File: src/logic/iopu_defines.svh
// constants of the io port with pull-ups and wake-up
`ifndef IOPU_DEFINES_SVH
`define IOPU_DEFINES_SVH

// ----------------------------------------------------------------------
// widths
// ----------------------------------------------------------------------
`define IOPU_PA_WIDTH      8
`define IOPU_PB_WIDTH      2
`define IOPU_ADDR_WIDTH    8
`define IOPU_DATA_WIDTH    32
`define IOPU_IRQ_WIDTH     2

// ----------------------------------------------------------------------
// register byte offsets
// ----------------------------------------------------------------------
`define IOPU_OFS_PA_DATA   8'h00
`define IOPU_OFS_PB_DATA   8'h04
`define IOPU_OFS_PA_DIR    8'h08
`define IOPU_OFS_PB_DIR    8'h0C
`define IOPU_OFS_PA_PU     8'h10
`define IOPU_OFS_PB_PU     8'h14
`define IOPU_OFS_PA_WAKE   8'h18
`define IOPU_OFS_IRQ_STAT  8'h1C
`define IOPU_OFS_IRQ_MASK  8'h20
`define IOPU_OFS_SLEEP     8'h24

// ----------------------------------------------------------------------
// reset values and field layouts
// ----------------------------------------------------------------------
`define IOPU_RST_PA_DATA   8'hFF
`define IOPU_RST_PB_DATA   2'h3
`define IOPU_RST_PA_DIR    8'hFF
`define IOPU_RST_PB_DIR    2'h3
`define IOPU_RST_PA_PU     8'h00
`define IOPU_RST_PB_PU     2'h0
`define IOPU_RST_PA_WAKE   8'h00
`define IOPU_RST_IRQ       2'h0
`define IOPU_PA_PU_MASK    8'h7F
`define IOPU_IRQ_PIN_WAKE  0
`define IOPU_IRQ_WDT_WAKE  1
`define IOPU_SLEEP_BIT     0

`endif

File: src/logic/iopu_pkg.sv
// types of the io port with pull-ups and wake-up
`include "iopu_defines.svh"

package iopu_pkg;

  typedef enum logic {
    IOPU_RUN,
    IOPU_SLEEP
  } iopu_power_t;

  typedef struct packed {
    logic [`IOPU_PA_WIDTH-1:0]   pa_data;
    logic [`IOPU_PB_WIDTH-1:0]   pb_data;
    logic [`IOPU_PA_WIDTH-1:0]   pa_dir;
    logic [`IOPU_PB_WIDTH-1:0]   pb_dir;
    logic [`IOPU_PA_WIDTH-1:0]   pa_pu;
    logic [`IOPU_PB_WIDTH-1:0]   pb_pu;
    logic [`IOPU_PA_WIDTH-1:0]   pa_wake;
    logic [`IOPU_IRQ_WIDTH-1:0]  irq_stat;
    logic [`IOPU_IRQ_WIDTH-1:0]  irq_mask;
    iopu_power_t                 power;
    logic [`IOPU_PA_WIDTH-1:0]   pa_meta;
    logic [`IOPU_PA_WIDTH-1:0]   pa_sync;
    logic [`IOPU_PA_WIDTH-1:0]   pa_prev;
    logic [`IOPU_PB_WIDTH-1:0]   pb_meta;
    logic [`IOPU_PB_WIDTH-1:0]   pb_sync;
    logic [`IOPU_DATA_WIDTH-1:0] rdata;
    logic                        slverr;
  } iopu_state_t;

endpackage

File: src/logic/iopu_top.sv
// io port block: apb registers, pin drive, pull-ups, sleep and wake-up
//
// Overview of operation
// - pins synchronised in two stages, sampled at the end of the read setup phase
// - output latch holds until rewritten or a watchdog timeout while running
// - pull-up only on input with enable set
// - port a bit seven has no pull-up
// - sleep bit write enters sleep, sleep_mode raised
// - enabled port a falling edge wakes sleep
// - wake enable bits, one enables, reset zero
// - port a direction, one input, reset ones
// - port a pull-up bits, reset zero
// - port b direction two bits, reset ones
// - port b pull-up two bits, reset zero
// - unimplemented bits read as zero
// - output pins read back the latch
// - input pins read the pin level
`timescale 1ns/1ps
`include "iopu_defines.svh"

module iopu_top #(
  parameter int PA_WIDTH = `IOPU_PA_WIDTH,
  parameter int PB_WIDTH = `IOPU_PB_WIDTH
) (
  input  wire logic                        pclk,
  input  wire logic                        presetn,
  input  wire logic                        psel,
  input  wire logic                        penable,
  input  wire logic                        pwrite,
  input  wire logic [`IOPU_ADDR_WIDTH-1:0] paddr,
  input  wire logic [`IOPU_DATA_WIDTH-1:0] pwdata,
  input  wire logic [3:0]                  pstrb,
  output logic      [`IOPU_DATA_WIDTH-1:0] prdata,
  output logic                             pready,
  output logic                             pslverr,
  input  wire logic                        wdt_timeout,
  input  wire logic [PA_WIDTH-1:0]         porta_pin_in,
  output logic      [PA_WIDTH-1:0]         porta_pin_out,
  output logic      [PA_WIDTH-1:0]         porta_pin_oe,
  output logic      [PA_WIDTH-1:0]         porta_pullup_on,
  input  wire logic [PB_WIDTH-1:0]         portb_pin_in,
  output logic      [PB_WIDTH-1:0]         portb_pin_out,
  output logic      [PB_WIDTH-1:0]         portb_pin_oe,
  output logic      [PB_WIDTH-1:0]         portb_pullup_on,
  output logic                             sleep_mode,
  output logic                             wake_event,
  output logic                             irq
);
  import iopu_pkg::*;

  // ----------------------------------------------------------------------
  // elaboration checks
  // ----------------------------------------------------------------------
  if (PA_WIDTH != `IOPU_PA_WIDTH || PB_WIDTH != `IOPU_PB_WIDTH) begin : g_chk
    $error("iopu_top: port widths must match the register layout");
  end

  // ----------------------------------------------------------------------
  // helpers
  // ----------------------------------------------------------------------
  function automatic logic hit(input logic [`IOPU_ADDR_WIDTH-1:0] a,
                               input logic [`IOPU_ADDR_WIDTH-1:0] ofs);
    hit = (a == ofs);
  endfunction

  // mixes pin levels for inputs with latch values for outputs
  function automatic logic [`IOPU_PA_WIDTH-1:0] port_view(
      input logic [`IOPU_PA_WIDTH-1:0] dir,
      input logic [`IOPU_PA_WIDTH-1:0] pin,
      input logic [`IOPU_PA_WIDTH-1:0] latch);
    port_view = (dir & pin) | (~dir & latch);
  endfunction

  iopu_state_t state;
  iopu_state_t next_state;

  logic setup_phase;
  logic wr_en;
  logic wr_lane0;
  logic mapped;
  logic [`IOPU_PA_WIDTH-1:0] pin_fall;
  logic [`IOPU_PA_WIDTH-1:0] pa_pad_b;
  logic [`IOPU_PA_WIDTH-1:0] pb_view;
  logic [`IOPU_IRQ_WIDTH-1:0] irq_set;
  logic pin_wake;
  logic wdt_sleep;

  assign setup_phase = psel & ~penable;
  assign wr_en       = psel & penable & pwrite;
  assign wr_lane0    = wr_en & pstrb[0];
  assign mapped      = hit(paddr, `IOPU_OFS_PA_DATA)  |
                       hit(paddr, `IOPU_OFS_PB_DATA)  |
                       hit(paddr, `IOPU_OFS_PA_DIR)   |
                       hit(paddr, `IOPU_OFS_PB_DIR)   |
                       hit(paddr, `IOPU_OFS_PA_PU)    |
                       hit(paddr, `IOPU_OFS_PB_PU)    |
                       hit(paddr, `IOPU_OFS_PA_WAKE)  |
                       hit(paddr, `IOPU_OFS_IRQ_STAT) |
                       hit(paddr, `IOPU_OFS_IRQ_MASK) |
                       hit(paddr, `IOPU_OFS_SLEEP);

  // falling edges seen on the synchronised port a levels
  assign pin_fall  = state.pa_prev & ~state.pa_sync;
  assign pin_wake  = (state.power == IOPU_SLEEP) &&
                     ((pin_fall & state.pa_wake) != '0);
  assign wdt_sleep = wdt_timeout && (state.power == IOPU_SLEEP);
  assign pa_pad_b  = {{(`IOPU_PA_WIDTH-`IOPU_PB_WIDTH){1'b0}},
                      state.pb_data};
  assign pb_view   = port_view(
      {{(`IOPU_PA_WIDTH-`IOPU_PB_WIDTH){1'b0}}, state.pb_dir},
      {{(`IOPU_PA_WIDTH-`IOPU_PB_WIDTH){1'b0}}, state.pb_sync},
      pa_pad_b);

  always_comb begin
    irq_set = '0;
    irq_set[`IOPU_IRQ_PIN_WAKE] = pin_wake;
    irq_set[`IOPU_IRQ_WDT_WAKE] = wdt_sleep;
  end

  // ----------------------------------------------------------------------
  // next state
  // ----------------------------------------------------------------------
  always_comb begin
    next_state = state;
    // two-stage synchronisers for the pins
    next_state.pa_meta = porta_pin_in;
    next_state.pa_sync = state.pa_meta;
    next_state.pa_prev = state.pa_sync;
    next_state.pb_meta = portb_pin_in;
    next_state.pb_sync = state.pb_meta;

    // read data captured at the edge that opens the access phase
    if (setup_phase) begin
      next_state.slverr = ~mapped;
      next_state.rdata  = '0;
      if (!pwrite) begin
        case (1'b1)
          hit(paddr, `IOPU_OFS_PA_DATA):
            next_state.rdata[`IOPU_PA_WIDTH-1:0] = port_view(
                state.pa_dir, state.pa_sync, state.pa_data);
          hit(paddr, `IOPU_OFS_PB_DATA):
            next_state.rdata[`IOPU_PA_WIDTH-1:0] = pb_view;
          hit(paddr, `IOPU_OFS_PA_DIR):
            next_state.rdata[`IOPU_PA_WIDTH-1:0] = state.pa_dir;
          hit(paddr, `IOPU_OFS_PB_DIR):
            next_state.rdata[`IOPU_PB_WIDTH-1:0] = state.pb_dir;
          hit(paddr, `IOPU_OFS_PA_PU):
            next_state.rdata[`IOPU_PA_WIDTH-1:0] =
                state.pa_pu & `IOPU_PA_PU_MASK;
          hit(paddr, `IOPU_OFS_PB_PU):
            next_state.rdata[`IOPU_PB_WIDTH-1:0] = state.pb_pu;
          hit(paddr, `IOPU_OFS_PA_WAKE):
            next_state.rdata[`IOPU_PA_WIDTH-1:0] = state.pa_wake;
          hit(paddr, `IOPU_OFS_IRQ_STAT):
            next_state.rdata[`IOPU_IRQ_WIDTH-1:0] = state.irq_stat;
          hit(paddr, `IOPU_OFS_IRQ_MASK):
            next_state.rdata[`IOPU_IRQ_WIDTH-1:0] = state.irq_mask;
          hit(paddr, `IOPU_OFS_SLEEP):
            next_state.rdata[`IOPU_SLEEP_BIT] = (state.power == IOPU_SLEEP);
          default:
            next_state.rdata = '0;
        endcase
      end
    end

    // register writes, low byte lane only
    if (wr_lane0) begin
      case (1'b1)
        hit(paddr, `IOPU_OFS_PA_DATA):
          next_state.pa_data = pwdata[`IOPU_PA_WIDTH-1:0];
        hit(paddr, `IOPU_OFS_PB_DATA):
          next_state.pb_data = pwdata[`IOPU_PB_WIDTH-1:0];
        hit(paddr, `IOPU_OFS_PA_DIR):
          next_state.pa_dir = pwdata[`IOPU_PA_WIDTH-1:0];
        hit(paddr, `IOPU_OFS_PB_DIR):
          next_state.pb_dir = pwdata[`IOPU_PB_WIDTH-1:0];
        hit(paddr, `IOPU_OFS_PA_PU):
          next_state.pa_pu = pwdata[`IOPU_PA_WIDTH-1:0] &
                             `IOPU_PA_PU_MASK;
        hit(paddr, `IOPU_OFS_PB_PU):
          next_state.pb_pu = pwdata[`IOPU_PB_WIDTH-1:0];
        hit(paddr, `IOPU_OFS_PA_WAKE):
          next_state.pa_wake = pwdata[`IOPU_PA_WIDTH-1:0];
        hit(paddr, `IOPU_OFS_IRQ_MASK):
          next_state.irq_mask = pwdata[`IOPU_IRQ_WIDTH-1:0];
        default: begin
        end
      endcase
    end

    // status: write one to clear, a new event wins over the clear
    if (wr_lane0 && hit(paddr, `IOPU_OFS_IRQ_STAT)) begin
      next_state.irq_stat = state.irq_stat & ~pwdata[`IOPU_IRQ_WIDTH-1:0];
    end
    next_state.irq_stat = next_state.irq_stat | irq_set;

    // power state
    case (state.power)
      IOPU_RUN: begin
        if (wr_lane0 && hit(paddr, `IOPU_OFS_SLEEP) &&
            pwdata[`IOPU_SLEEP_BIT]) begin
          next_state.power = IOPU_SLEEP;
        end
      end
      IOPU_SLEEP: begin
        if (pin_wake || wdt_sleep) begin
          next_state.power = IOPU_RUN;
        end
      end
      default:
        next_state.power = IOPU_RUN;
    endcase

    // watchdog while running restores the port defaults
    if (wdt_timeout && (state.power == IOPU_RUN)) begin
      next_state.pa_data = `IOPU_RST_PA_DATA;
      next_state.pb_data = `IOPU_RST_PB_DATA;
      next_state.pa_dir  = `IOPU_RST_PA_DIR;
      next_state.pb_dir  = `IOPU_RST_PB_DIR;
      next_state.pa_pu   = `IOPU_RST_PA_PU;
      next_state.pb_pu   = `IOPU_RST_PB_PU;
      next_state.pa_wake = `IOPU_RST_PA_WAKE;
    end
  end

  // ----------------------------------------------------------------------
  // state register
  // ----------------------------------------------------------------------
  always_ff @(posedge pclk or negedge presetn) begin
    if (!presetn) begin
      state.pa_data  <= `IOPU_RST_PA_DATA;
      state.pb_data  <= `IOPU_RST_PB_DATA;
      state.pa_dir   <= `IOPU_RST_PA_DIR;
      state.pb_dir   <= `IOPU_RST_PB_DIR;
      state.pa_pu    <= `IOPU_RST_PA_PU;
      state.pb_pu    <= `IOPU_RST_PB_PU;
      state.pa_wake  <= `IOPU_RST_PA_WAKE;
      state.irq_stat <= `IOPU_RST_IRQ;
      state.irq_mask <= `IOPU_RST_IRQ;
      state.power    <= IOPU_RUN;
      state.pa_meta  <= '0;
      state.pa_sync  <= '0;
      state.pa_prev  <= '0;
      state.pb_meta  <= '0;
      state.pb_sync  <= '0;
      state.rdata    <= '0;
      state.slverr   <= 1'b0;
    end else begin
      state <= next_state;
    end
  end

  // ----------------------------------------------------------------------
  // pin drive and pull-ups
  // ----------------------------------------------------------------------
  // implemented pull-up positions, so the mask can be indexed per bit
  localparam logic [PA_WIDTH-1:0] pa_pu_impl = `IOPU_PA_PU_MASK;

  genvar i;
  for (i = 0; i < PA_WIDTH; i++) begin : g_pa
    assign porta_pin_out[i]   = state.pa_data[i];
    assign porta_pin_oe[i]    = ~state.pa_dir[i];
    assign porta_pullup_on[i] = state.pa_dir[i] & state.pa_pu[i] &
                                pa_pu_impl[i];
  end
  for (i = 0; i < PB_WIDTH; i++) begin : g_pb
    assign portb_pin_out[i]   = state.pb_data[i];
    assign portb_pin_oe[i]    = ~state.pb_dir[i];
    assign portb_pullup_on[i] = state.pb_dir[i] & state.pb_pu[i];
  end

  // ----------------------------------------------------------------------
  // bus answer and system outputs
  // ----------------------------------------------------------------------
  assign pready     = 1'b1;
  assign prdata     = state.rdata;
  assign pslverr    = psel & penable & state.slverr;
  assign sleep_mode = (state.power == IOPU_SLEEP);
  assign wake_event = pin_wake | wdt_sleep;
  assign irq        = (state.irq_stat & state.irq_mask) != '0;

endmodule

File: config.mk
export PLATFORM = sky130hd
export DESIGN_NAME = iopu_top
export DESIGN_NICKNAME = d
export VERILOG_FILES = /design/src/logic/iopu_pkg.sv /design/src/logic/iopu_top.sv
export VERILOG_INCLUDE_DIRS = /design/src /design/src/logic
export SDC_FILE = /design/constraint.sdc
export NUM_CORES = 1
export LEC_CHECK = 0
export ABC_AREA = 1
export BUFFER_PORTS_ARGS = -buffer_cell sky130_fd_sc_hd__buf_2
export CORE_ASPECT_RATIO = 0.9
export CORE_MARGIN = 2
export CORE_UTILIZATION = 53
export CTS_BUF_LIST = sky130_fd_sc_hd__clkbuf_4 sky130_fd_sc_hd__clkbuf_8
export DETAILED_ROUTE_END_ITERATION = 8
export PLACE_DENSITY = 0.82
export SYNTH_ARGS = -nofsm -noshare
export SYNTH_HDL_FRONTEND = slang
export SYNTH_SLANG_ARGS = --single-unit
File: constraint.sdc
create_clock -name pclk -period 1.6 [get_ports pclk]
set_input_delay 0.16 -clock pclk [delete_from_list [all_inputs] [get_ports pclk]]
set_output_delay 0.16 -clock pclk [all_outputs]
set_load 0.01 [all_outputs]
==> results.sh, run 1 <==
export IMPL_status="finished with violations"
export IMPL_failing_checks="negative setup slack"
export IMPL_cp_end_kind="output pin"
export IMPL_ys_warn_count=0
export IMPL_r2r_setup_slack_ns=0.23
export IMPL_worstReg2RegEnd="state[86]$_DFFE_PN1P_"
export IMPL_hold_path_class="in -> reg"
export IMPL_post_drt_wl_per_cell_um=13.8
export IMPL_ctsHtreeMaxLevel=3
export IMPL_reg2regPathDepth=5
export IMPL_final_layout_fill_cell_count=653
export IMPL_initial_utilization_pct=54.4
export IMPL_core_rowCount=30
export IMPL_cts_buffers=9
export IMPL_routed_via_count=3327
export IMPL_min_to="prdata[3]$_DFFE_PN0P_"
export IMPL_design_die_area_sq_um=8380
export IMPL_worst_hold_slack_ns=0.0866
export IMPL_r2r_start="sleep_mode$_DFF_PN0_"
export IMPL_synth_cell_area_sq_um=4060
export IMPL_maximum_number_of_pins_on_one_net_before_global_route_repair=41
export IMPL_drive_gt1_share_pct=29.5
export IMPL_chipHeight_um=87.0
export IMPL_final_design_area_no_fill_sq_um=4760
export IMPL_count_of_final_hold_check_violations=0
export IMPL_maxSlewHeadroom_pct=66.2
export IMPL_power_leakage_nw=2.48
export IMPL_place_area_sq_um=4440
export IMPL_io_buffer_count=73
export IMPL_cpLargestDelayFamily="flip-flops"
export IMPL_ioPinCount=127
export IMPL_grt_antenna_before_repair=0
export IMPL_post_synth_num_cell_types=39
export IMPL_synth_seq_area_share_pct=49.3
export IMPL_cp_startpoint="state[70]$_DFFE_PN0P_"
export IMPL_cp_num_buf_inv=2
export IMPL_critical_path_slowest_cell="sky130_fd_sc_hd__dfrtp_1"
export IMPL_drc=0
export IMPL_drt_first_iter_violations=190
export IMPL_worst_endpoint_required_ns=1.44
export IMPL_totalPowerFinal_w=0.00415
export IMPL_nets=625
export IMPL_cts_root_buf="sky130_fd_sc_hd__clkbuf_8"
export IMPL_hpwl_dp_mm=7.09
export IMPL_path_cells="inv_2, nor2_2, nand2_1, o21ai_2, a211oi_2, nand2_1, nand2_2, o21ai_2, buf_2"
export IMPL_finalCritPeriodShare_pct=105
export IMPL_syn_avg_cell_area_sq_um=8.49
export IMPL_detail_route_antenna_nets=0
export IMPL_finalWorstSetupSlack_ns=-0.0808
export IMPL_clk_transition_reported_paths_ns=0.08
export IMPL_die_width_um=96.3
export IMPL_path_max_fanout=2
export IMPL_fp_coreArea_sq_um=7470
export IMPL_synth_async_sr_flop_share_pct=100
export IMPL_drt_total_wl_mm=9.19
export IMPL_clk_insertion_delay_late_ns=0.34
export IMPL_finalSetupViolations=1
export IMPL_vdd_drop_max_uv=566
export IMPL_hold_startpoint="pwrite"
export IMPL_pwr_density_nw_per_um2=871
export IMPL_clock_tree_from_tritoncts="built"
export IMPL_crit_arrival_ns=1.52
export IMPL_worst_hold_path_num_cells=2
export IMPL_critPathKind="reg -> out"
export IMPL_antennaDiodeCount=0
export IMPL_yosys_register_bits=79
export IMPL_unrepaired_setup_endpoints_after_global_routing="yes"
export IMPL_gp_congestion=0.886
export IMPL_vias_per_cell=5.00
export IMPL_layout_area_overhead_pct=17.3
export IMPL_clockBufferDepth=2
export IMPL_layout_min_cycle_time_ns=1.68
export IMPL_gr_usage_all_layers_pct=23.6
export IMPL_cpPeakStageDelay_ns=0.40
export IMPL_grt_first_pass_wirelength_mm=14.9
export IMPL_clkSinkCount=79
export IMPL_synth_edff_count=0
export IMPL_drv_max_cap_violation_count=0
export IMPL_clock_fmax_mhz=595
export IMPL_fin_skew_ns=0.00667
export IMPL_cells_after_synth=478
export IMPL_worst_slew_pin_slew_ns=0.502
export IMPL_slew_viols_final=0
export IMPL_crit_path_start_kind="flop"
export IMPL_via_count_of_the_first_global_routing_pass=3220
export IMPL_final_setup_tns_ns=-0.0808
export IMPL_synthFlopType="sky130_fd_sc_hd__dfrtp_1"
export IMPL_detailedRoute_firstPassIterationCount=4
export IMPL_globalRouteOverflowTotal=0
placed cells by master, fill, tap and decap left out, drive strengths merged:
cell	instances
nand2	133
buf	91
dfrtp	59
inv	56
nor2	51
o21ai	47
a21oi	27
conb	26
dfstp	20
nand3	14
clkbuf	12
dlygate4sd3	11
a31oi	4
o31ai	3
clkinv	3
nand3b	2
a211oi	2
nand4	2
nor3	2
nor3b	1
o22ai	1
a22o	1
nor4	1
clkinvlp	1
cell usage after synthesis, types with 2 or more instances:
library cell                 n  area (sq um)
sky130_fd_sc_hd__a21oi_2     2          17.5
sky130_fd_sc_hd__a211oi_1    2          15.0
sky130_fd_sc_hd__dfrtp_1    59          1480
sky130_fd_sc_hd__nand3_2     3          30.0
sky130_fd_sc_hd__a31oi_4     2          42.5
sky130_fd_sc_hd__inv_1      50           188
sky130_fd_sc_hd__nand3b_1    2          15.0
sky130_fd_sc_hd__a21oi_1    24           120
sky130_fd_sc_hd__o31ai_1     3          22.5
sky130_fd_sc_hd__o21ai_1     7          35.0
sky130_fd_sc_hd__dfstp_2    20           526
sky130_fd_sc_hd__nor2_4      4          45.0
sky130_fd_sc_hd__o21ai_0    31           155
sky130_fd_sc_hd__buf_6       3          33.8
sky130_fd_sc_hd__conb_1      2          7.51
sky130_fd_sc_hd__o21ai_2     8          70.1
sky130_fd_sc_hd__nand2_2     2          12.5
sky130_fd_sc_hd__nor2_1     43           161
sky130_fd_sc_hd__a31oi_1     2          12.5
sky130_fd_sc_hd__buf_4      46           345
sky130_fd_sc_hd__nor2_2      3          18.8
sky130_fd_sc_hd__inv_2       4          15.0
sky130_fd_sc_hd__nand2_1   131           492
sky130_fd_sc_hd__nand3_1    10          50.1
where the power goes:
part | switching, W | internal [W] | total [W]
clock | 0.000693 | 0.000647 | 0.00134
sequential | 0.0000924 | 0.00215 | 0.00224
combinational | 0.000353 | 0.000215 | 0.000568
total | 0.00114 | 0.00301 | 0.00415
final cells by class:
cell class | count | area (sq um) | share of cell area, %
well taps | 96 | 120 | 2.52
clock buffers | 12 | 153 | 3.21
inverters | 56 | 213 | 4.47
multi-input cells | 317 | 1570 | 32.9
repair buffers | 102 | 676 | 14.2
flip-flops and latches | 79 | 2000 | 42.0
clock inverters | 4 | 30.0 | 0.631
sequential cells by signal (all words and copies together), names as in the netlist:
signal,count
porta_pin_out,8
state,42
portb_pin_out,2
sleep_mode,1
next_state,18
prdata,8
timing repair:
| action | CTS | global route |
|---|---|---|
| buffers inserted | 1 | 0 |
| pin swaps | 2 | 1 |
| gates resized for setup | 5 | 3 |
| setup endpoints to repair | 1 | 1 |
| endpoints found under the hold margin | 47 | 0 |
| hold buffers | 11 | 0 |
worst max-delay path by stage:
stage | endpoint | slack, ns | cells past startpoint
after detailed placement | prdata[1]$_DFFE_PN0P_ | 0.007 | 14
after CTS | wake_event | -0.16 | 9
final | wake_event | -0.08 | 9
after global placement | prdata[6]$_DFFE_PN0P_ | 0.05 | 9
after global routing | wake_event | -0.20 | 9
after floorplan | portb_pin_out[0]$_DFFE_PN1P_ | 0.11 | 7
through the flow:
stage                     util, %  worst slack [ns]  std cells
after floorplan                 -             0.114        502
after global placement       59.5            0.0466        638
after detailed placement     59.5           0.00714        638
after CTS                    63.6            -0.160        666
after global routing         63.8            -0.204        666
final                        63.8           -0.0808        666
worst register-to-register path: cells and delay by family, from the launching register on:
family	cells	cell delay, ns
flops	1	0.45
simple gates	1	0.17
buf+inv	2	0.42
compound gates	2	0.24
cell families (layout without fill, tap and decap cells):
group | count (synthesis) | in the layout | share of synthesized area [%]
buffers and inverters | 106 | 174 | 14.7
other | 2 | 26 | 0.185
DFF | 79 | 79 | 49.3
AOI/OAI and AO/OA | 85 | 85 | 13.3
and+or+nand+nor | 206 | 206 | 22.6
per-layer routing:
layer | GRT usage, % | up-vias | wire length, um
met5 | 0 | - | 0
met4 | 6.75 | 0 | 191
met3 | 4.76 | 19 | 606
met2 | 40.1 | 114 | 4610
met1 | 30.6 | 1579 | 3780
li1 | - | 1615 | -
Note: power is estimated with default switching activity, not from simulation.
==> run 2: changes to the inputs <==
--- a/config.mk
+++ b/config.mk
@@ -6,14 +6,13 @@
 export SDC_FILE = /design/constraint.sdc
 export NUM_CORES = 1
 export LEC_CHECK = 0
-export ABC_AREA = 1
 export BUFFER_PORTS_ARGS = -buffer_cell sky130_fd_sc_hd__buf_2
 export CORE_ASPECT_RATIO = 0.9
 export CORE_MARGIN = 2
-export CORE_UTILIZATION = 53
+export CORE_UTILIZATION = 45
 export CTS_BUF_LIST = sky130_fd_sc_hd__clkbuf_4 sky130_fd_sc_hd__clkbuf_8
 export DETAILED_ROUTE_END_ITERATION = 8
-export PLACE_DENSITY = 0.82
+export PLACE_DENSITY = 0.72
 export SYNTH_ARGS = -nofsm -noshare
 export SYNTH_HDL_FRONTEND = slang
 export SYNTH_SLANG_ARGS = --single-unit
==> run 2 against run 1 <==
  * Synthesized cell count fell by 14%
  * Count of clock-buffer cells in the layout fell by 1
  * Final cell count fell by 5.4%
  * Critical path depth fell by 3
  * Highest routed layer unchanged
  * Critical endpoint unchanged
  * Sequential share of layout area fell by 0.75 points
  * The run still ends with negative setup slack left
  * Worst hold slack got worse by 0.033 ns
==> results.sh, run 2 <==
export IMPL_status="finished with violations"
export IMPL_failing_checks="negative setup slack"
export IMPL_drc=0
export IMPL_synth_largest_area_cell="sky130_fd_sc_hd__dfrtp_1"
export IMPL_nets=566
export IMPL_yosys_register_bits=79
export IMPL_critPathKind="reg -> out"
export IMPL_path_cells="nand2_1, o22ai_2, or4_4, nor2_4, nor2b_1, buf_2"
export IMPL_clkSinkCount=79
export IMPL_io_buffer_count=73
export IMPL_synth_cell_area_sq_um=3970
export IMPL_drv_max_cap_violation_count=0
export IMPL_via_count_of_the_first_global_routing_pass=3028
export IMPL_gp_congestion=0.842
export IMPL_die_width_um=103
export IMPL_unrepaired_setup_endpoints_after_global_routing="yes"
export IMPL_worstReg2RegEnd="sleep_mode$_DFF_PN0_"
export IMPL_finalSetupViolations=2
export IMPL_drt_first_iter_violations=137
export IMPL_core_rowCount=32
export IMPL_drt_total_wl_mm=9.71
export IMPL_synthMostInstantiatedCell="sky130_fd_sc_hd__dfrtp_1"
export IMPL_antennaDiodeCount=0
export IMPL_final_setup_tns_ns=-0.378
export IMPL_syn_avg_cell_area_sq_um=9.67
export IMPL_path_max_fanout=2
export IMPL_finalCritPeriodShare_pct=123
export IMPL_layout_area_overhead_pct=22.0
export IMPL_r2r_start="state[73]$_DFFE_PN0P_"
export IMPL_yosys_top_cells_area="sky130_fd_sc_hd__dfrtp_1 (37%), sky130_fd_sc_hd__dfstp_2 (13%), sky130_fd_sc_hd__buf_4 (8.3%), sky130_fd_sc_hd__nand2_1 (5.2%), sky130_fd_sc_hd__mux2i_1 (5.0%)"
export IMPL_globalRouteOverflowTotal=0
export IMPL_detailedRoute_firstPassIterationCount=4
export IMPL_count_of_final_hold_check_violations=0
export IMPL_hold_path_class="in -> reg"
export IMPL_finalWorstSetupSlack_ns=-0.365
export IMPL_ys_warn_count=0
export IMPL_synthTopCellsByCount="sky130_fd_sc_hd__dfrtp_1 (59), sky130_fd_sc_hd__nand2_1 (55), sky130_fd_sc_hd__buf_4 (44), sky130_fd_sc_hd__nand3_1 (32), sky130_fd_sc_hd__o21ai_1 (21)"
export IMPL_worst_slew_pin_slew_ns=0.571
export IMPL_worst_endpoint_required_ns=1.44
export IMPL_min_to="porta_pin_out[4]$_DFFE_PN1P_"
export IMPL_cts_buffers=9
export IMPL_slew_viols_final=0
export IMPL_layout_cells_most_common="sky130_fd_sc_hd__buf_2"
export IMPL_crit_path_start_kind="flop"
export IMPL_crit_arrival_ns=1.80
export IMPL_worst_hold_path_num_cells=3
export IMPL_fin_skew_ns=0.0106
export IMPL_placement_setup_worst_slack_ns=-0.192
export IMPL_place_area_sq_um=4510
export IMPL_final_design_area_no_fill_sq_um=4850
export IMPL_synth_top_cell_area_share_pct=37.2
export IMPL_synthFlopType="sky130_fd_sc_hd__dfrtp_1"
export IMPL_critical_path_slowest_cell="sky130_fd_sc_hd__or4_4"
export IMPL_fp_coreArea_sq_um=8570
export IMPL_vias_per_cell=5.10
export IMPL_clk_transition_reported_paths_ns=0.08
export IMPL_final_layout_fill_cell_count=751
export IMPL_largest_register="state"
export IMPL_post_drt_wl_per_cell_um=15.4
export IMPL_maxSlewHeadroom_pct=61.7
export IMPL_cpLargestDelayFamily="simple AND/OR/NAND/NOR gates"
export IMPL_synth_seq_area_share_pct=50.4
export IMPL_clk_insertion_delay_late_ns=0.35
export IMPL_cp_num_buf_inv=1
export IMPL_commonest_cells_after_routing_fill_and_taps_aside="sky130_fd_sc_hd__buf_2 (72), sky130_fd_sc_hd__dfrtp_1 (59), sky130_fd_sc_hd__nand2_1 (54), sky130_fd_sc_hd__buf_4 (41), sky130_fd_sc_hd__nand3_1 (31)"
export IMPL_ioPinCount=127
export IMPL_cpPeakStageDelay_ns=0.58
export IMPL_drive_gt1_share_pct=32.9
export IMPL_routed_via_count=3212
export IMPL_ctsHtreeMaxLevel=3
export IMPL_r2r_setup_slack_ns=-0.01
export IMPL_design_die_area_sq_um=9600
export IMPL_hold_startpoint="pwdata[4]"
export IMPL_reg2regPathDepth=7
export IMPL_maximum_number_of_pins_on_one_net_before_global_route_repair=80
export IMPL_detail_route_antenna_nets=0
export IMPL_clockBufferDepth=2
export IMPL_hpwl_dp_mm=6.89
export IMPL_clock_tree_from_tritoncts="built"
export IMPL_largest_register_ff_count=42
export IMPL_grt_first_pass_wirelength_mm=15.3
export IMPL_clock_fmax_mhz=509
export IMPL_synth_async_sr_flop_share_pct=100
export IMPL_grt_antenna_before_repair=0
export IMPL_chipHeight_um=93.2
export IMPL_post_synth_num_cell_types=49
export IMPL_gr_usage_all_layers_pct=20.8
export IMPL_cells_after_synth=411
export IMPL_vdd_drop_max_uv=377
export IMPL_initial_utilization_pct=46.4
export IMPL_synth_edff_count=0
export IMPL_cp_end_kind="output pin"
export IMPL_cts_root_buf="sky130_fd_sc_hd__clkbuf_8"
export IMPL_pwr_density_nw_per_um2=810
export IMPL_power_leakage_nw=2.48
export IMPL_layout_min_cycle_time_ns=1.96
## run 2: changes by cell type after synthesis, sizes merged, moves of 8 or more
cell    previous run  this run
mux2i              0        20
nor2              51        20
a21oi             27         9
clkbuf             0        14
o21ai             47        36
nand3             14        33
nand2            133        55
nor2b              0         8
inv               55        14
## run 2: area by class of cell
| type | count | area (sq um) | area share [%] |
|---|---|---|---|
| clock buffers | 11 | 139 | 2.86 |
| clock inverters | 5 | 57.6 | 1.19 |
| inverters | 15 | 56.3 | 1.16 |
| multi-input cells | 274 | 1610 | 33.1 |
| flip-flops and latches | 79 | 2000 | 41.3 |
| well taps | 119 | 149 | 3.07 |
| repair buffers | 127 | 838 | 17.3 |
## run 2: kinds of logic after synthesis
family,Yosys count,synth area share (%)
flip-flops,79,50.4
AND/OR/NAND/NOR,144,18.6
AO/OA/AOI/OAI,81,12.7
buffers and inverters,82,12.2
other,2,0.189
multiplexers,23,5.89
## run 2: report_power, final
part           switching [W]  internal (W)
combinational       0.000225      0.000136
sequential         0.0000183       0.00204
clock               0.000747      0.000761
## run 2: worst max path at each step
stage                          startpoint               endpoint  cells past startpoint
floorplan                        paddr[1]  state[86]$_DFFE_PN1P_                      6
global placement                 paddr[1]  prdata[2]$_DFFE_PN0P_                      6
detailed placement               paddr[1]  prdata[2]$_DFFE_PN0P_                      6
CTS                 state[70]$_DFFE_PN0P_             wake_event                      6
global route        state[70]$_DFFE_PN0P_             wake_event                      6
finish              state[73]$_DFFE_PN0P_             wake_event                      6
## run 2: worst register-to-register path, delay by kind of cell (launching register included)
| kind | cells | cell delay (ns) |
|---|---|---|
| compound gates | 2 | 0.18 |
| flops | 1 | 0.39 |
| simple gates | 3 | 0.81 |
| buf+inv | 2 | 0.19 |
## run 2: timing repair
action,CTS,global route
endpoints found under the hold margin,69,0
pin swaps,0,5
hold buffers,11,0
cloned,0,0
resized for setup,4,3
setup buffers,0,1
endpoints found under the setup margin,1,2
## run 2: through the flow
step / hold slack, ns / cells / power (W) / utilization, %
2_1_floorplan: -0.136 / 435 / 0.00230 / -
3_3_place_gp: 0.211 / 602 / 0.00242 / 52.6
3_5_place_dp: 0.218 / 602 / 0.00243 / 52.6
4_1_cts: 0.0512 / 629 / 0.00394 / 56.4
5_1_grt: 0.0557 / 630 / 0.00408 / 56.6
6_report: 0.0540 / 630 / 0.00393 / 56.6
## run 2: per-layer routing
metal	up-vias	part of all wire, %	track usage, %
met5	-	0	0
met4	0	0.94	6.14
met3	7	5.5	2.84
met2	102	47	32.1
met1	1569	47	30.6
li1	1534	-	-
==> run 3: changes to the inputs <==
--- a/config.mk
+++ b/config.mk
@@ -9,10 +9,10 @@
 export BUFFER_PORTS_ARGS = -buffer_cell sky130_fd_sc_hd__buf_2
 export CORE_ASPECT_RATIO = 0.9
 export CORE_MARGIN = 2
-export CORE_UTILIZATION = 45
+export CORE_UTILIZATION = 35
 export CTS_BUF_LIST = sky130_fd_sc_hd__clkbuf_4 sky130_fd_sc_hd__clkbuf_8
 export DETAILED_ROUTE_END_ITERATION = 8
-export PLACE_DENSITY = 0.72
+export PLACE_DENSITY = 0.6
 export SYNTH_ARGS = -nofsm -noshare
 export SYNTH_HDL_FRONTEND = slang
 export SYNTH_SLANG_ARGS = --single-unit
==> run 3 against run 2 <==
  * The flow still finishes with violations (negative setup slack)
  * Flip-flop and latch count unchanged
  * Combinational power barely moved
  * Non-clock buffer count is 2 lower
  * Worst hold slack lost 0.0092 ns
  * Critical path depth is the same
  * First-iteration DRC count grew 23%
  * Clock power fell by 3%
  * Worst setup slack gained 0.045 ns
==> results.sh, run 3 (synthesis gave the netlist of run 2 again) <==
export IMPL_design_die_area_sq_um=12200
export IMPL_grt_antenna_before_repair=0
export IMPL_post_drt_wl_per_cell_um=14.9
export IMPL_drt_first_iter_violations=169
export IMPL_worst_endpoint_required_ns=1.44
export IMPL_drive_gt1_share_pct=32.6
export IMPL_vdd_drop_max_uv=443
export IMPL_finalCritPeriodShare_pct=120
export IMPL_cts_root_buf="sky130_fd_sc_hd__clkbuf_8"
export IMPL_worst_slew_pin_slew_ns=0.557
export IMPL_vias_per_cell=4.76
export IMPL_clk_transition_reported_paths_ns=0.08
export IMPL_grt_first_pass_wirelength_mm=16.0
export IMPL_clkSinkCount=79
export IMPL_status="finished with violations"
export IMPL_hold_path_class="in -> reg"
export IMPL_multi_input_area_sq_um=1610
export IMPL_die_width_um=116
export IMPL_antennaDiodeCount=0
export IMPL_detailedRoute_firstPassIterationCount=4
export IMPL_clock_tree_from_tritoncts="built"
export IMPL_drc=0
export IMPL_cts_buffers=9
export IMPL_ctsHtreeMaxLevel=3
export IMPL_detail_route_antenna_nets=0
export IMPL_layout_cells_most_common="sky130_fd_sc_hd__buf_2"
export IMPL_final_design_area_no_fill_sq_um=4900
export IMPL_io_buffer_count=73
export IMPL_core_rowCount=36
export IMPL_path_max_fanout=2
export IMPL_gr_usage_all_layers_pct=16.9
export IMPL_chipHeight_um=105
export IMPL_globalRouteOverflowTotal=0
export IMPL_critPathKind="reg -> out"
export IMPL_drv_max_cap_violation_count=0
export IMPL_placed_cells=634
export IMPL_clockBufferDepth=2
export IMPL_commonest_cells_after_routing_fill_and_taps_aside="sky130_fd_sc_hd__buf_2 (72), sky130_fd_sc_hd__dfrtp_1 (59), sky130_fd_sc_hd__nand2_1 (55), sky130_fd_sc_hd__buf_4 (37), sky130_fd_sc_hd__nand3_1 (31)"
export IMPL_layout_min_cycle_time_ns=1.92
export IMPL_drt_total_wl_mm=9.84
export IMPL_largest_register="state"
export IMPL_slew_viols_final=0
export IMPL_finalWorstSetupSlack_ns=-0.320
export IMPL_power_leakage_nw=2.48
export IMPL_failing_checks="negative setup slack"
export IMPL_initial_utilization_pct=36.3
export IMPL_via_count_of_the_first_global_routing_pass=3051
export IMPL_fin_skew_ns=0.0136
export IMPL_hpwl_dp_mm=7.14
export IMPL_crit_path_start_kind="flop"
export IMPL_routed_via_count=3145
export IMPL_area_sequential_sq_um=2000
export IMPL_crit_arrival_ns=1.76
export IMPL_clock_fmax_mhz=521
export IMPL_cp_end_kind="output pin"
export IMPL_maximum_number_of_pins_on_one_net_before_global_route_repair=44
export IMPL_fp_coreArea_sq_um=10900
export IMPL_place_area_sq_um=4570
export IMPL_largest_register_ff_count=42
export IMPL_maxSlewHeadroom_pct=62.6
export IMPL_count_of_final_hold_check_violations=0
export IMPL_unrepaired_setup_endpoints_after_global_routing="yes"
export IMPL_pwr_density_nw_per_um2=795
export IMPL_placement_setup_worst_slack_ns=-0.171
export IMPL_finalSetupViolations=1
export IMPL_clk_insertion_delay_late_ns=0.35
export IMPL_nets=564
export IMPL_ioPinCount=127
export IMPL_final_layout_fill_cell_count=1076
export IMPL_gp_congestion=0.821
export IMPL_layoutNonFillerInstCount=661
export IMPL_layout_area_overhead_pct=23.2
==> run 3: cell count changes in the layout (fill, tap and decap cells not counted), sizes merged <==
cell      delta
clkbuf       -1
buf          -2
inv          -1
clkinv       +1
clkinvlp     +1
==> run 3: layer usage <==
layer,GRT usage [%],up-vias,wire [um]
met5,0,-,0
met4,4.17,0,83
met3,4.12,6,583
met2,24.2,101,4380
met1,25.5,1510,4800
li1,-,1528,-
==> run 3: path summary, 6_finish.rpt <==
kind | start | slack (ns) | cells after the start | endpoint
worst max register to register | state[84]$_DFFE_PN1P_ | 0.08 | 4 | prdata[0]$_DFFE_PN0P_
min in group asynchronous | presetn | 0.29 | 2 | next_state[33]$_DFF_PN0_
worst min-delay path | pwdata[5] | 0.04 | 3 | porta_pin_out[5]$_DFFE_PN1P_
worst min register to register | next_state[52]$_DFF_PN0_ | 0.35 | 0 | next_state[44]$_DFF_PN0_
worst max-delay path | state[66]$_DFFE_PN0P_ | -0.32 | 6 | wake_event
max in group asynchronous | presetn | 0.64 | 3 | state[84]$_DFFE_PN1P_
==> run 3: cell type report <==
cell class                 instances  area share [%]
timing repair buffer             125            17.3
multi-input combinational        274            32.8
clock inverter                     6            1.25
inverter                          15            1.15
sequential                        79            40.9
clock buffer                      10            2.68
tap                              152            3.88
==> run 3: critical path, stage by stage, from the launching register on <==
cell,delay [ns]
sky130_fd_sc_hd__dfrtp_1,0.39
sky130_fd_sc_hd__nand3b_1,0.11
sky130_fd_sc_hd__o21ai_2,0.07
sky130_fd_sc_hd__or4_4,0.56
sky130_fd_sc_hd__nor2_4,0.11
sky130_fd_sc_hd__nor2b_1,0.05
sky130_fd_sc_hd__buf_2,0.13
==> run 3: metrics by stage <==
stage	util, %	total power, W	hold slack [ns]	TNS, ns
detailed placement	41.7	0.00243	0.136	-4.32
floorplan	-	0.00230	-0.136	-0.201
finish	44.7	0.00389	0.0448	-0.320
CTS	44.7	0.00393	0.0344	-0.329
global placement	41.7	0.00243	0.135	-3.39
global route	44.7	0.00406	0.0484	-0.399
==> run 3: power breakdown <==
| part | switching, W | internal [W] |
|---|---|---|
| clock | 0.000740 | 0.000733 |
| sequential | 0.0000190 | 0.00204 |
| combinational | 0.000224 | 0.000137 |
==> run 3: what timing repair did <==
item / in CTS / in global routing
hold buffers: 11 / 0
pin swaps: 2 / 1
hold endpoints to repair: 34 / 0
endpoints found under the setup margin: 1 / 2
setup buffers: 0 / 0
gates resized for setup: 5 / 3
